File: config.mk
export PLATFORM = sky130hd
export DESIGN_NAME = flash_command_state_machine
export DESIGN_NICKNAME = d
export VERILOG_FILES = /design/src/common/flash_cmd_pkg.sv /design/src/flash_command_state_machine.sv
export SDC_FILE = /design/constraint.sdc
export NUM_CORES = 1
export LEC_CHECK = 0
export ABC_AREA = 0
export BUFFER_PORTS_ARGS = -buffer_cell sky130_fd_sc_hd__clkbuf_2
export CORE_MARGIN = 2
export CORE_UTILIZATION = 54
export CTS_BUF_LIST = sky130_fd_sc_hd__clkbuf_16
export CTS_CLUSTER_DIAMETER = 30
export DETAILED_ROUTE_END_ITERATION = 6
export PLACE_DENSITY = 0.77
export SLEW_MARGIN = 20
export SYNTH_ARGS = -nofsm -noshare
export SYNTH_HDL_FRONTEND = slang
export SYNTH_SLANG_ARGS = --single-unit
File: constraint.sdc
create_clock -name clk_i -period 2.5 [get_ports clk_i]
set_clock_uncertainty 0.1 [all_clocks]
set_input_delay 0.125 -clock clk_i [delete_from_list [all_inputs] [get_ports clk_i]]
set_output_delay 0.125 -clock clk_i [all_outputs]
set_load 0.005 [all_outputs]
File: src/common/flash_cmd_pkg.sv
/*
 Constants and types for the flash command state machine: command
 codes, chip states and the carrier structs of the command port.
 Assumes one host writer and one array engine reporting completion.
*/
package flash_cmd_pkg;
   // ==========================================================
   // Command codes
   // ==========================================================
   localparam logic [7:0] CMD_READ_ARRAY   = 8'hff;
   localparam logic [7:0] CMD_PGM_SETUP_A  = 8'h10;
   localparam logic [7:0] CMD_PGM_SETUP_B  = 8'h40;
   localparam logic [7:0] CMD_ERASE_SETUP  = 8'h20;
   localparam logic [7:0] CMD_FFP_SETUP    = 8'h30;
   localparam logic [7:0] CMD_CONFIRM      = 8'hd0;
   localparam logic [7:0] CMD_SUSPEND      = 8'hb0;
   localparam logic [7:0] CMD_READ_STATUS  = 8'h70;
   localparam logic [7:0] CMD_CLEAR_STATUS = 8'h50;
   localparam logic [7:0] CMD_READ_ID      = 8'h90;
   localparam logic [7:0] CMD_READ_QUERY   = 8'h98;
   localparam logic [7:0] CMD_LOCK_SETUP   = 8'h60;
   localparam logic [7:0] CMD_OTP_SETUP    = 8'hc0;
   localparam logic [7:0] CMD_LOCK_BLOCK   = 8'h01;
   localparam logic [7:0] CMD_LOCK_DOWN    = 8'h2f;
   localparam logic [7:0] CMD_WRITE_CONFIG = 8'h03;

   // ==========================================================
   // Widths and reset values
   // ==========================================================
   localparam int          PART_W     = 4;
   localparam logic        FLAG_RESET = 1'b0;

   // ==========================================================
   // Chip states
   // ==========================================================
   typedef enum logic [4:0] {
      ST_READY, ST_LOCK_SETUP, ST_LOCK_SETUP_ES, ST_OTP_SETUP, ST_OTP_BUSY,
      ST_PGM_SETUP, ST_PGM_BUSY, ST_PGM_SUSP,
      ST_ERASE_SETUP, ST_ERASE_BUSY, ST_ERASE_SUSP,
      ST_PES_SETUP, ST_PES_BUSY, ST_PES_SUSP,
      ST_FFP_SETUP, ST_FFP_BUSY
   } chip_state_t;

   // Host command write: code and target partition
   typedef struct packed {
      logic [7:0]        code;
      logic [PART_W-1:0] part;
   } cmd_write_t;

   // Status flags shown to the host
   typedef struct packed {
      logic busy;
      logic error;
      logic lock_error;
   } cmd_status_t;
endpackage

File: src/flash_command_state_machine.sv
/*
 Command state machine of a multi-partition flash. Host command writes
 arrive as one-cycle strobes; the array engine pulses op_done_i when the
 running operation ends. Inputs other than the asynchronous rst_b_i are synchronous to clk_i.
*/
// What this block does
// RULE1: Only one partition programs or erases at once.
// RULE2: Decode 10H/40H program, 20H erase, 30H fast.
// RULE3: Ready: FFH stays, setups enter matching state.
// RULE4: Lock setup: D0H/01H/2FH/03H ready, else lock error.
// RULE5: Program-in-erase-suspend setup: next write starts busy.
// RULE6: Double suspend: D0H resumes, others stay.
// RULE7: Erase setup confirm starts; suspend enters suspend.
// RULE8: Fast program setup: invalid follow-up errors out.
// RULE9: Lock setup in erase suspend errs back.
`timescale 1ns/1ps
`default_nettype none
module flash_command_state_machine #(
   parameter int PART_W = flash_cmd_pkg::PART_W
) (
   input  wire logic                      clk_i,
   input  wire logic                      rst_b_i,
   input  wire logic                      wr_i,
   input  wire flash_cmd_pkg::cmd_write_t cmd_i,
   input  wire logic                      op_done_i,
   output var  flash_cmd_pkg::chip_state_t state_o,
   output var  flash_cmd_pkg::cmd_status_t status_o,
   output logic                           op_start_o,
   output logic [PART_W-1:0]              active_part_o,
   output logic                           status_mode_o
);
   // ==========================================================
   // Decode helpers
   // ==========================================================
   // Program setup accepts either of two codes
   function automatic logic is_pgm(input logic [7:0] c);
      return (c == flash_cmd_pkg::CMD_PGM_SETUP_A) ||
             (c == flash_cmd_pkg::CMD_PGM_SETUP_B); // RULE2
   endfunction

   // Lock, lock-down and config-write confirms
   function automatic logic is_lock_ok(input logic [7:0] c);
      return (c == flash_cmd_pkg::CMD_CONFIRM) ||
             (c == flash_cmd_pkg::CMD_LOCK_BLOCK) ||
             (c == flash_cmd_pkg::CMD_LOCK_DOWN) ||
             (c == flash_cmd_pkg::CMD_WRITE_CONFIG); // RULE4
   endfunction

   flash_cmd_pkg::chip_state_t state_q, state_d; // Chip state
   logic err_d, lerr_d;      // Error events this cycle
   logic start_d;            // Array operation starts this cycle
   logic [7:0] c;            // Command code alias
   assign c = cmd_i.code;

   // ==========================================================
   // Next state
   // ==========================================================
   // Transitions on a command write or on completion
   always_comb begin
      state_d = state_q;
      err_d   = 1'b0;
      lerr_d  = 1'b0;
      start_d = 1'b0;
      case (state_q)
         flash_cmd_pkg::ST_READY: begin
            if (wr_i) begin
               // FFH and unknown codes leave the machine ready
               if (is_pgm(c)) begin
                  state_d = flash_cmd_pkg::ST_PGM_SETUP; // RULE3
               end else if (c == flash_cmd_pkg::CMD_ERASE_SETUP) begin
                  state_d = flash_cmd_pkg::ST_ERASE_SETUP; // RULE3
               end else if (c == flash_cmd_pkg::CMD_FFP_SETUP) begin
                  state_d = flash_cmd_pkg::ST_FFP_SETUP; // RULE3
               end else if (c == flash_cmd_pkg::CMD_LOCK_SETUP) begin
                  state_d = flash_cmd_pkg::ST_LOCK_SETUP;
               end else if (c == flash_cmd_pkg::CMD_OTP_SETUP) begin
                  state_d = flash_cmd_pkg::ST_OTP_SETUP;
               end
            end
         end
         flash_cmd_pkg::ST_LOCK_SETUP: begin
            if (wr_i) begin
               state_d = flash_cmd_pkg::ST_READY; // RULE4
               lerr_d  = !is_lock_ok(c); // RULE4
            end
         end
         flash_cmd_pkg::ST_LOCK_SETUP_ES: begin
            if (wr_i) begin
               state_d = flash_cmd_pkg::ST_ERASE_SUSP; // RULE9
               lerr_d  = !is_lock_ok(c); // RULE9
            end
         end
         flash_cmd_pkg::ST_OTP_SETUP: begin
            // Next write is the data word
            if (wr_i) begin
               state_d = flash_cmd_pkg::ST_OTP_BUSY;
               start_d = 1'b1;
            end
         end
         flash_cmd_pkg::ST_PGM_SETUP: begin
            if (wr_i) begin
               state_d = flash_cmd_pkg::ST_PGM_BUSY;
               start_d = 1'b1;
            end
         end
         flash_cmd_pkg::ST_PGM_BUSY: begin
            if (op_done_i) begin
               state_d = flash_cmd_pkg::ST_READY;
            end else if (wr_i && c == flash_cmd_pkg::CMD_SUSPEND) begin
               state_d = flash_cmd_pkg::ST_PGM_SUSP;
            end
         end
         flash_cmd_pkg::ST_PGM_SUSP: begin
            if (wr_i && c == flash_cmd_pkg::CMD_CONFIRM) begin
               state_d = flash_cmd_pkg::ST_PGM_BUSY;
            end
         end
         flash_cmd_pkg::ST_ERASE_SETUP: begin
            if (wr_i) begin
               if (c == flash_cmd_pkg::CMD_CONFIRM) begin
                  state_d = flash_cmd_pkg::ST_ERASE_BUSY; // RULE7
                  start_d = 1'b1;
               end else begin
                  state_d = flash_cmd_pkg::ST_READY; // RULE7
                  err_d   = 1'b1;
               end
            end
         end
         flash_cmd_pkg::ST_ERASE_BUSY: begin
            if (op_done_i) begin
               state_d = flash_cmd_pkg::ST_READY;
            end else if (wr_i && c == flash_cmd_pkg::CMD_SUSPEND) begin
               state_d = flash_cmd_pkg::ST_ERASE_SUSP; // RULE7
            end
         end
         flash_cmd_pkg::ST_ERASE_SUSP: begin
            if (wr_i) begin
               if (is_pgm(c)) begin
                  state_d = flash_cmd_pkg::ST_PES_SETUP;
               end else if (c == flash_cmd_pkg::CMD_CONFIRM) begin
                  state_d = flash_cmd_pkg::ST_ERASE_BUSY;
               end else if (c == flash_cmd_pkg::CMD_LOCK_SETUP) begin
                  state_d = flash_cmd_pkg::ST_LOCK_SETUP_ES;
               end
            end
         end
         flash_cmd_pkg::ST_PES_SETUP: begin
            // Any code is data here
            if (wr_i) begin
               state_d = flash_cmd_pkg::ST_PES_BUSY; // RULE5
               start_d = 1'b1;
            end
         end
         flash_cmd_pkg::ST_PES_BUSY: begin
            if (op_done_i) begin
               state_d = flash_cmd_pkg::ST_ERASE_SUSP;
            end else if (wr_i && c == flash_cmd_pkg::CMD_SUSPEND) begin
               state_d = flash_cmd_pkg::ST_PES_SUSP;
            end
         end
         flash_cmd_pkg::ST_PES_SUSP: begin
            if (wr_i && c == flash_cmd_pkg::CMD_CONFIRM) begin
               state_d = flash_cmd_pkg::ST_PES_BUSY; // RULE6
            end
         end
         flash_cmd_pkg::ST_FFP_SETUP: begin
            if (wr_i) begin
               if (c == flash_cmd_pkg::CMD_CONFIRM) begin
                  state_d = flash_cmd_pkg::ST_FFP_BUSY; // RULE8
                  start_d = 1'b1;
               end else begin
                  state_d = flash_cmd_pkg::ST_READY; // RULE8
                  err_d   = 1'b1;
               end
            end
         end
         flash_cmd_pkg::ST_OTP_BUSY, flash_cmd_pkg::ST_FFP_BUSY: begin
            if (op_done_i) begin
               state_d = flash_cmd_pkg::ST_READY;
            end
         end
         default: state_d = flash_cmd_pkg::ST_READY;
      endcase
   end

   // ==========================================================
   // State register
   // ==========================================================
   always_ff @(posedge clk_i or negedge rst_b_i) begin
      if (!rst_b_i) begin
         state_q <= flash_cmd_pkg::ST_READY;
      end else begin
         state_q <= state_d;
      end
   end
   assign state_o = state_q;

   // ==========================================================
   // Active partition: one owner while an operation is held
   // ==========================================================
   // Partition latched at start except the nested program start, kept through suspend states
   always_ff @(posedge clk_i or negedge rst_b_i) begin
      if (!rst_b_i) begin
         active_part_o <= '0;
      end else if (start_d && state_q != flash_cmd_pkg::ST_PES_SETUP) begin
         active_part_o <= cmd_i.part[PART_W-1:0]; // RULE1
      end
   end

   // Start pulse to array engine; only one operation at a time
   always_ff @(posedge clk_i or negedge rst_b_i) begin
      if (!rst_b_i) begin
         op_start_o <= 1'b0;
      end else begin
         op_start_o <= start_d; // RULE1
      end
   end

   // ==========================================================
   // Status flags
   // ==========================================================
   // Errors sticky until clear-status; a new error wins over clear
   always_ff @(posedge clk_i or negedge rst_b_i) begin
      if (!rst_b_i) begin
         status_o <= '{busy: 1'b0, error: flash_cmd_pkg::FLAG_RESET,
                       lock_error: flash_cmd_pkg::FLAG_RESET};
      end else begin
         status_o.busy <= (state_d == flash_cmd_pkg::ST_PGM_BUSY) ||
                          (state_d == flash_cmd_pkg::ST_ERASE_BUSY) ||
                          (state_d == flash_cmd_pkg::ST_PES_BUSY) ||
                          (state_d == flash_cmd_pkg::ST_OTP_BUSY) ||
                          (state_d == flash_cmd_pkg::ST_FFP_BUSY);
         if (err_d) begin
            status_o.error <= 1'b1;
         end else if (wr_i && state_q == flash_cmd_pkg::ST_READY &&
                      c == flash_cmd_pkg::CMD_CLEAR_STATUS) begin
            status_o.error <= 1'b0;
         end
         if (lerr_d) begin
            status_o.lock_error <= 1'b1;
         end else if (wr_i && state_q == flash_cmd_pkg::ST_READY &&
                      c == flash_cmd_pkg::CMD_CLEAR_STATUS) begin
            status_o.lock_error <= 1'b0;
         end
      end
   end

   // Read mode: status after 70H, array after FFH, ID/query off status
   always_ff @(posedge clk_i or negedge rst_b_i) begin
      if (!rst_b_i) begin
         status_mode_o <= 1'b0;
      end else if (wr_i) begin
         if (c == flash_cmd_pkg::CMD_READ_STATUS) begin
            status_mode_o <= 1'b1;
         end else if (c == flash_cmd_pkg::CMD_READ_ARRAY ||
                      c == flash_cmd_pkg::CMD_READ_ID ||
                      c == flash_cmd_pkg::CMD_READ_QUERY) begin
            status_mode_o <= 1'b0;
         end
      end
   end
endmodule
`default_nettype wire

==> results of run 1 <==
==> worst reg2reg max path: cells and delay by family, from the launching register on <==
family                 cells  cell delay [ns]
AOI/OAI and AO/OA          3             0.89
DFF                        1             0.36
and+or+nand+nor            4             0.73
buffers and inverters      1             0.20
==> layout make-up <==
cell class	instances	area share [%]
Sequential cell	14	21.7
Clock buffer	3	4.65
Inverter	5	1.16
Tap cell	28	2.17
Multi-Input combinational cell	119	54.7
Timing Repair Buffer	43	15.7
==> registers in the layout, indices dropped and copies added (netlist names) <==
| name | flops |
|---|---|
| active_part_o | 4 |
| op_start_o | 1 |
| state_o | 5 |
| status_mode_o | 1 |
| status_o | 3 |
==> metrics by stage <==
| stage | worst slack (ns) | instances | power, mW | hold WS (ns) | util [%] |
|---|---|---|---|---|---|
| CTS | 0.0327 | 212 | 0.654 | 0.0174 | 71.0 |
| detailed placement | 0.0443 | 208 | 0.361 | -0.0578 | 67.3 |
| floorplan | 0.198 | 151 | 0.311 | -0.271 | - |
| finish | 0.0971 | 212 | 0.655 | 0.0168 | 71.6 |
| global route | 0.00829 | 212 | 0.682 | 0.0203 | 71.6 |
| global placement | 0.111 | 208 | 0.357 | -0.0642 | 67.3 |
==> layer usage <==
| layer | part of all wire, % | up-vias |
|---|---|---|
| met2 | 50 | 87 |
| met4 | 1.7 | 0 |
| li1 | - | 651 |
| met1 | 41 | 663 |
| met5 | 0 | - |
| met3 | 7.8 | 12 |
==> worst max path at each step <==
stage                           from          end  depth (start not counted)  slack, ns
after floorplan           state_o[4]  status_o[2]                          8       0.20
after global placement      cmd_i[5]  status_o[2]                          8       0.11
after detailed placement    cmd_i[5]  status_o[2]                          8       0.04
after CTS                 state_o[2]  status_o[2]                          8       0.03
after global routing      state_o[3]  status_o[2]                          8      0.008
final                     state_o[3]  status_o[2]                          8        0.1
==> what timing repair did <==
| item | 4_1_cts | 5_1_grt |
|---|---|---|
| endpoints found under the setup margin | 0 | 1 |
| endpoints found under the hold margin | 14 | 0 |
| gates resized for setup | 0 | 4 |
| hold buffers | 1 | 0 |
| setup buffers | 0 | 0 |
==> synth_stat cells, drive strengths merged, types with 2 or more instances <==
cell / n / area share, %
dfrtp: 14 / 27
nor2: 9 / 2.6
buf: 8 / 3.5
nand2: 7 / 2.0
nor2b: 7 / 3.4
nand4: 6 / 3.4
nor3b: 6 / 3.5
o21ai: 6 / 2.3
a21oi: 5 / 1.9
clkbuf: 5 / 1.4
inv: 5 / 1.4
nand2b: 5 / 2.4
mux2: 4 / 3.5
nand3: 4 / 1.5
nor3: 4 / 2.4
nor4: 4 / 2.4
or4: 4 / 2.7
a32oi: 3 / 2.0
and3: 3 / 1.4
nor4b: 3 / 3.2
o22ai: 3 / 1.4
a21o: 2 / 1.2
a22o: 2 / 1.3
a22oi: 2 / 1.2
mux2i: 2 / 1.5
o21a: 2 / 1.2
o221ai: 2 / 1.8
o31ai: 2 / 1.2
or3: 2 / 1.3
xnor2: 2 / 1.3
xor2: 2 / 1.3
==> kinds of logic after synthesis <==
group	count (synthesis)	synth area share (%)
other cells	1	0.288
mux	6	5.00
xor+xnor	4	2.69
fa+ha+maj	1	0.769
buf+inv	18	6.34
compound gates	39	23.2
simple gates	68	34.9
flops	14	26.9
==> power groups by stage <==
stage | combinational (mW) | sequential, mW | clock [mW]
final | 0.114 | 0.250 | 0.292
after global routing | 0.125 | 0.251 | 0.306
after CTS | 0.111 | 0.250 | 0.293
after detailed placement | 0.109 | 0.252 | 0
after global placement | 0.105 | 0.251 | 0
after floorplan | 0.0591 | 0.252 | 0
==> impl_metrics.csv, run 1 <==
group,metric,value,unit
synthesis,synthFlopType,"dfrtp_1",
sta,setup_viol,0,
setup_path,crit_arrival,2.42,ns
global_route,grt_pass1_vias,1270,
min_path,holdPathStages,2,
synthesis,async_flop_share,100,%
synthesis,synth-edff-count,0,
setup_path,worstRegToRegCells,8,
global_route,grt_overflow,0,
setup_path,end_kind,"register",
die,coreArea,2250,µm²
sta,slew_headroom,57.9,%
global_route,grt_util_met1,37.9,%
global_route,antenna_found_initial,0,
setup_path,worstPathRequired,2.52,ns
pwr,vdd_drop_max,0.000425,V
global_route,busiest_layer,"met2",
die,dieWidth,53.1,µm
layout,area.sequential,350,µm²
die,dieArea,2820,µm²
pwr,p_comb_share,17.4,%
layout,multi_input_area,882,µm²
setup_path,path_cells,"buf_4, nand2b_1, or4_4, o41a_1, nand4_2, nor2_1, a21o_1, a211o_1",
synthesis,synth_warnings,0,
min_path,hold_start,"cmd_i[1]",
global_route,grt_max_degree,17,
layout,nets,202,
setup_path,cp_max_fo,14,
global_route,grt_util_met2,49.2,%
clock_tree,tritoncts,"built",
sta,finalHoldViolCount,0,
synthesis,ys_ff_latch,14,
die,io_pins,30,
detailed_routing,wl,3710,µm
sta,setup_tns,0,ns
layout,design_area,1610,µm²
setup_path,crit_type,"register to register",
global_route,grt.total_usage,28.9,%
synthesis,syn_area_per_cell,8.63,µm²
status,status,"completed",
min_path,min_path_type,"primary input to register",
sta,rsz0062_at_grt,"false",
sta,slew_violations,0,
clock_tree,ctsRootBufferMaster,"clkbuf_16",
detailed_routing,drc,0,
layout,drive_gt1_share,33.2,%
synthesis,syn-num-nets,167,
setup_path,reg2reg_to,"status_o[2]",
setup_path,critPathBufInv,1,
pwr,p_leak,0.753,nW
synthesis,synth.cell_area,1300,µm²
layout,mostFrequentLayoutCell,"clkbuf_2",
setup_path,r2r-start,"state_o[3]",
die,rows,17,
placed_design,place_congestion,0.976,
pwr,clkPwrFrac,44.5,%
die,die_h,53.1,µm
global_route,grt_pass1_wl,5990,µm
setup_path,cpPeakStageDelay,0.45,ns
clock_tree,path_clk_slew,0.04,ns
setup_path,cp-start-kind,"register",
pwr,switching_share,24.0,%
sta,worstMarginPinSlew,0.625,ns
sta,fin_crit_sh,96.1,%
clock_tree,htree_levels,1,
pwr,switching_power,0.157,mW
synthesis,yosysSeqAreaShare,26.9,%
detailed_routing,drt_pass1_iterations,5,
placed_design,post_dp_cell_area,1520,µm²
placed_design,place_hpwl,2680,µm
layout,mostFrequentLayoutCells,"clkbuf_2, dfrtp_1, buf_4",
layout,fill_cells,184,
clock_tree,cts.sinks,14,
setup_path,reg2reg_slack,0.1,ns
setup_path,critical-path-top-delay-family,"compound AO/OA/AOI/OAI gates",
setup_path,crit_slowest_cell,"or4_4",
detailed_routing,vias_per_cell,6.67,
global_route,gr-usage-met3,5.37,%
layout,diodes,0,
placed_design,io_buffers,29,
sta,period_minus_slack,2.40,ns
pwr,p_int,0.498,mW
die,start_util,57.8,%
synthesis,netlist_instances,151,
clock_tree,clockBufferDepth,2,
run,maxCapViolCount,0,
pwr,seq_power_share,38.1,%
clock_tree,clock_latency,0.24,ns
clock_tree,numCtsBuffers,3,
detailed_routing,ant_nets,0,
detailed_routing,dr.first_iter.drc_count,83,
detailed_routing,vias,1413,
synthesis,yosysUniqueCellTypes,57,
layout,synthToLayoutAreaGrowth,23.9,%
detailed_routing,routedWlPerCell,17.5,µm
min_path,hold_end,"active_part_o[1]",
pwr,powerDensity,406,nW/µm²
sta,max_freq,416,MHz
Note: power is estimated with default switching activity, not from simulation.
==> run 2: changes to the inputs <==
--- a/config.mk
+++ b/config.mk
@@ -12,8 +12,9 @@
 export CTS_BUF_LIST = sky130_fd_sc_hd__clkbuf_16
 export CTS_CLUSTER_DIAMETER = 30
 export DETAILED_ROUTE_END_ITERATION = 6
-export PLACE_DENSITY = 0.77
+export PLACE_DENSITY = 0.82
 export SLEW_MARGIN = 20
 export SYNTH_ARGS = -nofsm -noshare
 export SYNTH_HDL_FRONTEND = slang
 export SYNTH_SLANG_ARGS = --single-unit
+export TNS_END_PERCENT = 30
==> constraint.sdc (replaced) <==
create_clock -name clk_i -period 2.5 [get_ports clk_i]
set_clock_uncertainty 0.1 [all_clocks]
set_input_delay 0.125 -clock clk_i [delete_from_list [all_inputs] [get_ports clk_i]]
set_output_delay 0.125 -clock clk_i [all_outputs]
set_load 0.02 [all_outputs]
==> impl_metrics.csv, run 2 (synthesis gave the netlist of run 1 again) <==
group,metric,value,unit
layout,final_cells,213,
die,start_util,57.8,%
die,io_pins,30,
sta,slew_violations,0,
detailed_routing,dr.first_iter.drc_count,57,
detailed_routing,vias_per_cell,6.51,
placed_design,io_buffers,29,
clock_tree,clock_latency,0.24,ns
run,maxCapViolCount,0,
global_route,grt.total_usage,29.1,%
global_route,antenna_found_initial,0,
placed_design,post-place-ws,0.0258,ns
clock_tree,tritoncts,"built",
sta,fin_crit_sh,94.7,%
setup_path,cp-start-kind,"register",
setup_path,cp_max_fo,14,
global_route,grt_pass1_wl,5830,µm
setup_path,cpPeakStageDelay,0.49,ns
sta,max_freq,422,MHz
clock_tree,numCtsBuffers,3,
placed_design,place_hpwl,2750,µm
die,dieWidth,53.1,µm
global_route,grt_overflow,0,
layout,mostFrequentLayoutCells,"clkbuf_2, dfrtp_1, buf_4",
sta,hold_slack,0.0171,ns
pwr,powerDensity,415,nW/µm²
die,dieArea,2820,µm²
clock_tree,path_clk_slew,0.04,ns
pwr,p_comb_share,19.3,%
layout,diodes,0,
setup_path,crit_arrival,2.39,ns
placed_design,placed_cells,208,
layout,nets,202,
setup_path,worstPathRequired,2.52,ns
die,rows,17,
clock_tree,ctsRootBufferMaster,"clkbuf_16",
sta,rsz0062_at_grt,"false",
pwr,seq_power_share,36.9,%
pwr,switching_power,0.172,mW
die,die_h,53.1,µm
layout,drive_gt1_share,31.9,%
pwr,vdd_drop_max,0.000524,V
setup_path,crit_slowest_cell,"or4_1",
detailed_routing,routedWlPerCell,17.0,µm
clock_tree,cts.sinks,14,
pwr,clkPwrFrac,43.9,%
status,status,"completed",
pwr,switching_share,25.6,%
sta,setup_tns,0,ns
setup_path,path_cells,"buf_12, nand2b_1, or4_1, o41a_1, nand4_2, nor2_1, a21o_1, a211o_1",
detailed_routing,drt_pass1_iterations,4,
sta,timing.final.ws_setup,0.132,ns
sta,slew_headroom,57.8,%
placed_design,place_congestion,0.921,
sta,setup_viol,0,
layout,synthToLayoutAreaGrowth,24.6,%
detailed_routing,ant_nets,0,
layout,fill_cells,172,
layout,largest_reg_flops,5,
detailed_routing,wl,3630,µm
clock_tree,clockBufferDepth,2,
setup_path,crit_type,"register to register",
pwr,p_int,0.501,mW
global_route,grt_max_degree,17,
sta,finalHoldViolCount,0,
sta,period_minus_slack,2.37,ns
die,coreArea,2250,µm²
setup_path,end_kind,"register",
detailed_routing,vias,1386,
pwr,p_leak,0.753,nW
clock_tree,htree_levels,1,
min_path,min_path_type,"primary input to register",
global_route,grt_pass1_vias,1339,
detailed_routing,drc,0,
layout,mostFrequentLayoutCell,"clkbuf_2",
sta,worstMarginPinSlew,0.626,ns
## run 2: per-stage QoR
| stage | util (%) | power, mW | cell area (µm²) |
|---|---|---|---|
| 2_1_floorplan | - | 0.326 | 1300 |
| 4_1_cts | 71.8 | 0.679 | 1620 |
| 3_3_place_gp | 67.8 | 0.372 | 1530 |
| 5_1_grt | 72.0 | 0.702 | 1620 |
| 3_5_place_dp | 67.8 | 0.378 | 1530 |
| 6_report | 72.0 | 0.673 | 1620 |
## run 2: worst max-delay path: cells and delay by family (launching register included)
family | cells | cell delay [ns]
AOI/OAI and AO/OA | 3 | 0.85
buffers and inverters | 1 | 0.15
DFF | 1 | 0.38
and+or+nand+nor | 4 | 0.77
## run 2: worst paths after layout
kind	startpoint	to	slack, ns	cells after the start
setup / recovery	state_o[3]	status_o[2]	0.13	8
hold / removal	cmd_i[2]	active_part_o[2]	0.02	2
setup reg to reg	state_o[3]	status_o[2]	0.13	8
hold reg to reg	status_o[0]	status_o[0]	0.40	1
max in group asynchronous	rst_b_i	state_o[2]	1.84	2
min in group asynchronous	rst_b_i	active_part_o[2]	0.21	2
## run 2: area by class of cell
cell class | instances | area (µm²) | share of cell area, %
multi-input cells | 119 | 875 | 53.9
flip-flops and latches | 14 | 350 | 21.6
repair buffers | 43 | 265 | 16.3
clock buffers | 3 | 75.1 | 4.63
well taps | 28 | 35.0 | 2.16
inverters | 5 | 18.8 | 1.16
clock inverters | 1 | 3.75 | 0.231
## run 2: per-layer routing
layer  part of all wire [%]  track usage, %
met3                    6.4            3.11
met4                    3.8            23.1
met2                     51            49.2
met5                      0               0
met1                     38            33.0
## run 2: what timing repair did
action,in CTS,in global routing
hold buffers,1,0
gates resized for setup,0,2
setup endpoints to repair,0,1
endpoints found under the hold margin,14,0
setup buffers,0,0
## run 2: power groups by stage
stage          clock [mW]  sequential (mW)  combinational, mW
2_1_floorplan           0            0.267             0.0590
3_3_place_gp            0            0.250              0.122
3_5_place_dp            0            0.251              0.127
4_1_cts             0.302            0.248              0.128
5_1_grt             0.312            0.249              0.141
6_report            0.295            0.248              0.130
==> run 3: changes to the inputs <==
--- a/config.mk
+++ b/config.mk
@@ -7,12 +7,13 @@
 export LEC_CHECK = 0
 export ABC_AREA = 0
 export BUFFER_PORTS_ARGS = -buffer_cell sky130_fd_sc_hd__clkbuf_2
+export CORE_ASPECT_RATIO = 0.5
 export CORE_MARGIN = 2
-export CORE_UTILIZATION = 54
+export CORE_UTILIZATION = 50
 export CTS_BUF_LIST = sky130_fd_sc_hd__clkbuf_16
 export CTS_CLUSTER_DIAMETER = 30
 export DETAILED_ROUTE_END_ITERATION = 6
-export PLACE_DENSITY = 0.82
+export PLACE_DENSITY = 0.77
 export SLEW_MARGIN = 20
 export SYNTH_ARGS = -nofsm -noshare
 export SYNTH_HDL_FRONTEND = slang
==> impl_metrics.csv, run 3 (synthesis gave the netlist of run 1 again) <==
group,metric,value,unit
detailed_routing,vias,1374,
detailed_routing,dr.first_iter.drc_count,175,
detailed_routing,drt_pass1_iterations,4,
clock_tree,tritoncts,"built",
setup_path,cpPeakStageDelay,0.49,ns
setup_path,critPathBufInv,1,
setup_path,crit_type,"register to register",
global_route,grt.total_usage,25.2,%
setup_path,crit_slowest_cell,"or4_1",
clock_tree,cts_setup_buffers,0,
layout,drive_gt1_share,32.8,%
die,dieArea,3050,µm²
setup_path,end_kind,"register",
die,die_h,40.1,µm
layout,mostFrequentLayoutCells,"clkbuf_2, dfrtp_1, buf_4",
detailed_routing,routedWlPerCell,16.7,µm
clock_tree,clock_latency,0.24,ns
clock_tree,cts.sinks,14,
sta,fin_crit_sh,95.7,%
layout,synthToLayoutAreaGrowth,25.6,%
layout,diodes,0,
layout,nets,203,
run,maxCapViolCount,0,
setup_path,path_cells,"buf_4, nand2b_1, or4_1, o41a_1, nand4_2, nor2_1, a21o_1, a211o_1",
pwr,p_leak,0.756,nW
placed_design,post_dp_cell_area,1540,µm²
sta,finalHoldViolCount,0,
clock_tree,htree_levels,1,
sta,worstMarginPinSlew,0.744,ns
clock_tree,ctsRootBufferMaster,"clkbuf_16",
placed_design,post-place-ws,0.0591,ns
global_route,grt_pass1_wl,5880,µm
global_route,grt_overflow,0,
clock_tree,clockBufferDepth,2,
clock_tree,numCtsBuffers,3,
detailed_routing,drc,0,
die,start_util,51.3,%
layout,fill_cells,215,
placed_design,place_hpwl,2740,µm
global_route,antenna_found_initial,0,
layout,area.sequential,350,µm²
placed_design,placed_cells,218,
detailed_routing,vias_per_cell,6.16,
min_path,min_path_type,"primary input to register",
layout,largest_reg_flops,5,
setup_path,cp-start-kind,"register",
clock_tree,path_clk_slew,0.05,ns
placed_design,io_buffers,29,
global_route,grt_pass1_vias,1191,
sta,slew_headroom,49.9,%
setup_path,worstPathRequired,2.53,ns
status,status,"completed",
pwr,vdd_drop_max,0.000391,V
layout,multi_input_area,881,µm²
setup_path,cp_max_fo,14,
global_route,grt_max_degree,17,
placed_design,place_congestion,0.984,
sta,period_minus_slack,2.39,ns
sta,setup_viol,0,
layout,design_area,1640,µm²
die,coreArea,2540,µm²
setup_path,crit_arrival,2.42,ns
die,dieWidth,76.2,µm
die,io_pins,30,
detailed_routing,wl,3730,µm
sta,max_freq,418,MHz
sta,slew_violations,0,
pwr,total_power,0.686,mW
sta,timing.final.ws_setup,0.108,ns
layout,final_cells,223,
die,rows,13,
pwr,powerDensity,419,nW/µm²
setup_path,critical-path-top-delay-family,"compound AO/OA/AOI/OAI gates",
layout,mostFrequentLayoutCell,"clkbuf_2",
detailed_routing,ant_nets,0,
[run 3: cell count changes in the layout (fill, tap and decap cells not counted)]
| cell | change |
|---|---|
| buf_4 | +2 |
| buf_12 | -1 |
| nor4bb_2 | +1 |
| nor4bb_1 | -1 |
[run 3: metal layers]
layer  track usage, %  share of wire [%]
met1             34.7                 47
met5                0                  0
met4             7.73               0.99
met2             42.4                 44
met3             4.28                7.2
[run 3: metrics by stage]
step / util, % / hold slack (ns) / setup TNS, ns
finish: 64.4 / 0.0116 / 0
global route: 64.4 / 0.0202 / -0.0329
CTS: 64.0 / 0.0102 / 0
detailed placement: 60.5 / -0.0497 / 0
global placement: 60.5 / -0.0612 / 0
floorplan: - / -0.271 / 0
[run 3: repair_timing]
item	in CTS	in global routing
hold endpoints to repair	14	0
gates resized for setup	0	3
hold buffers	1	0
endpoints found under the setup margin	0	1
[run 3: final cells by class]
| type | count | share of cell area [%] |
|---|---|---|
| sequential | 14 | 21.4 |
| multi-input combinational | 119 | 53.9 |
| inverter | 5 | 1.15 |
| clock buffer | 3 | 4.59 |
| clock inverter | 1 | 0.230 |
| tap | 37 | 2.83 |
| timing repair buffer | 44 | 15.9 |
[run 3: path summary, 6_finish.rpt]
| path | slack (ns) | depth (start not counted) | endpoint | startpoint |
|---|---|---|---|---|
| max | 0.11 | 8 | status_o[2] | state_o[3] |
| min | 0.01 | 2 | active_part_o[0] | cmd_i[0] |
| max reg2reg | 0.11 | 8 | status_o[2] | state_o[3] |
| min reg2reg | 0.40 | 1 | status_o[1] | status_o[1] |
| max in group asynchronous | 1.81 | 2 | state_o[2] | rst_b_i |
| min in group asynchronous | 0.23 | 2 | op_start_o | rst_b_i |
[run 3: power by group]
group / internal [mW] / switching (mW) / total (mW)
combinational: 0.0504 / 0.0808 / 0.131
sequential: 0.240 / 0.00749 / 0.248
clock: 0.212 / 0.0952 / 0.307
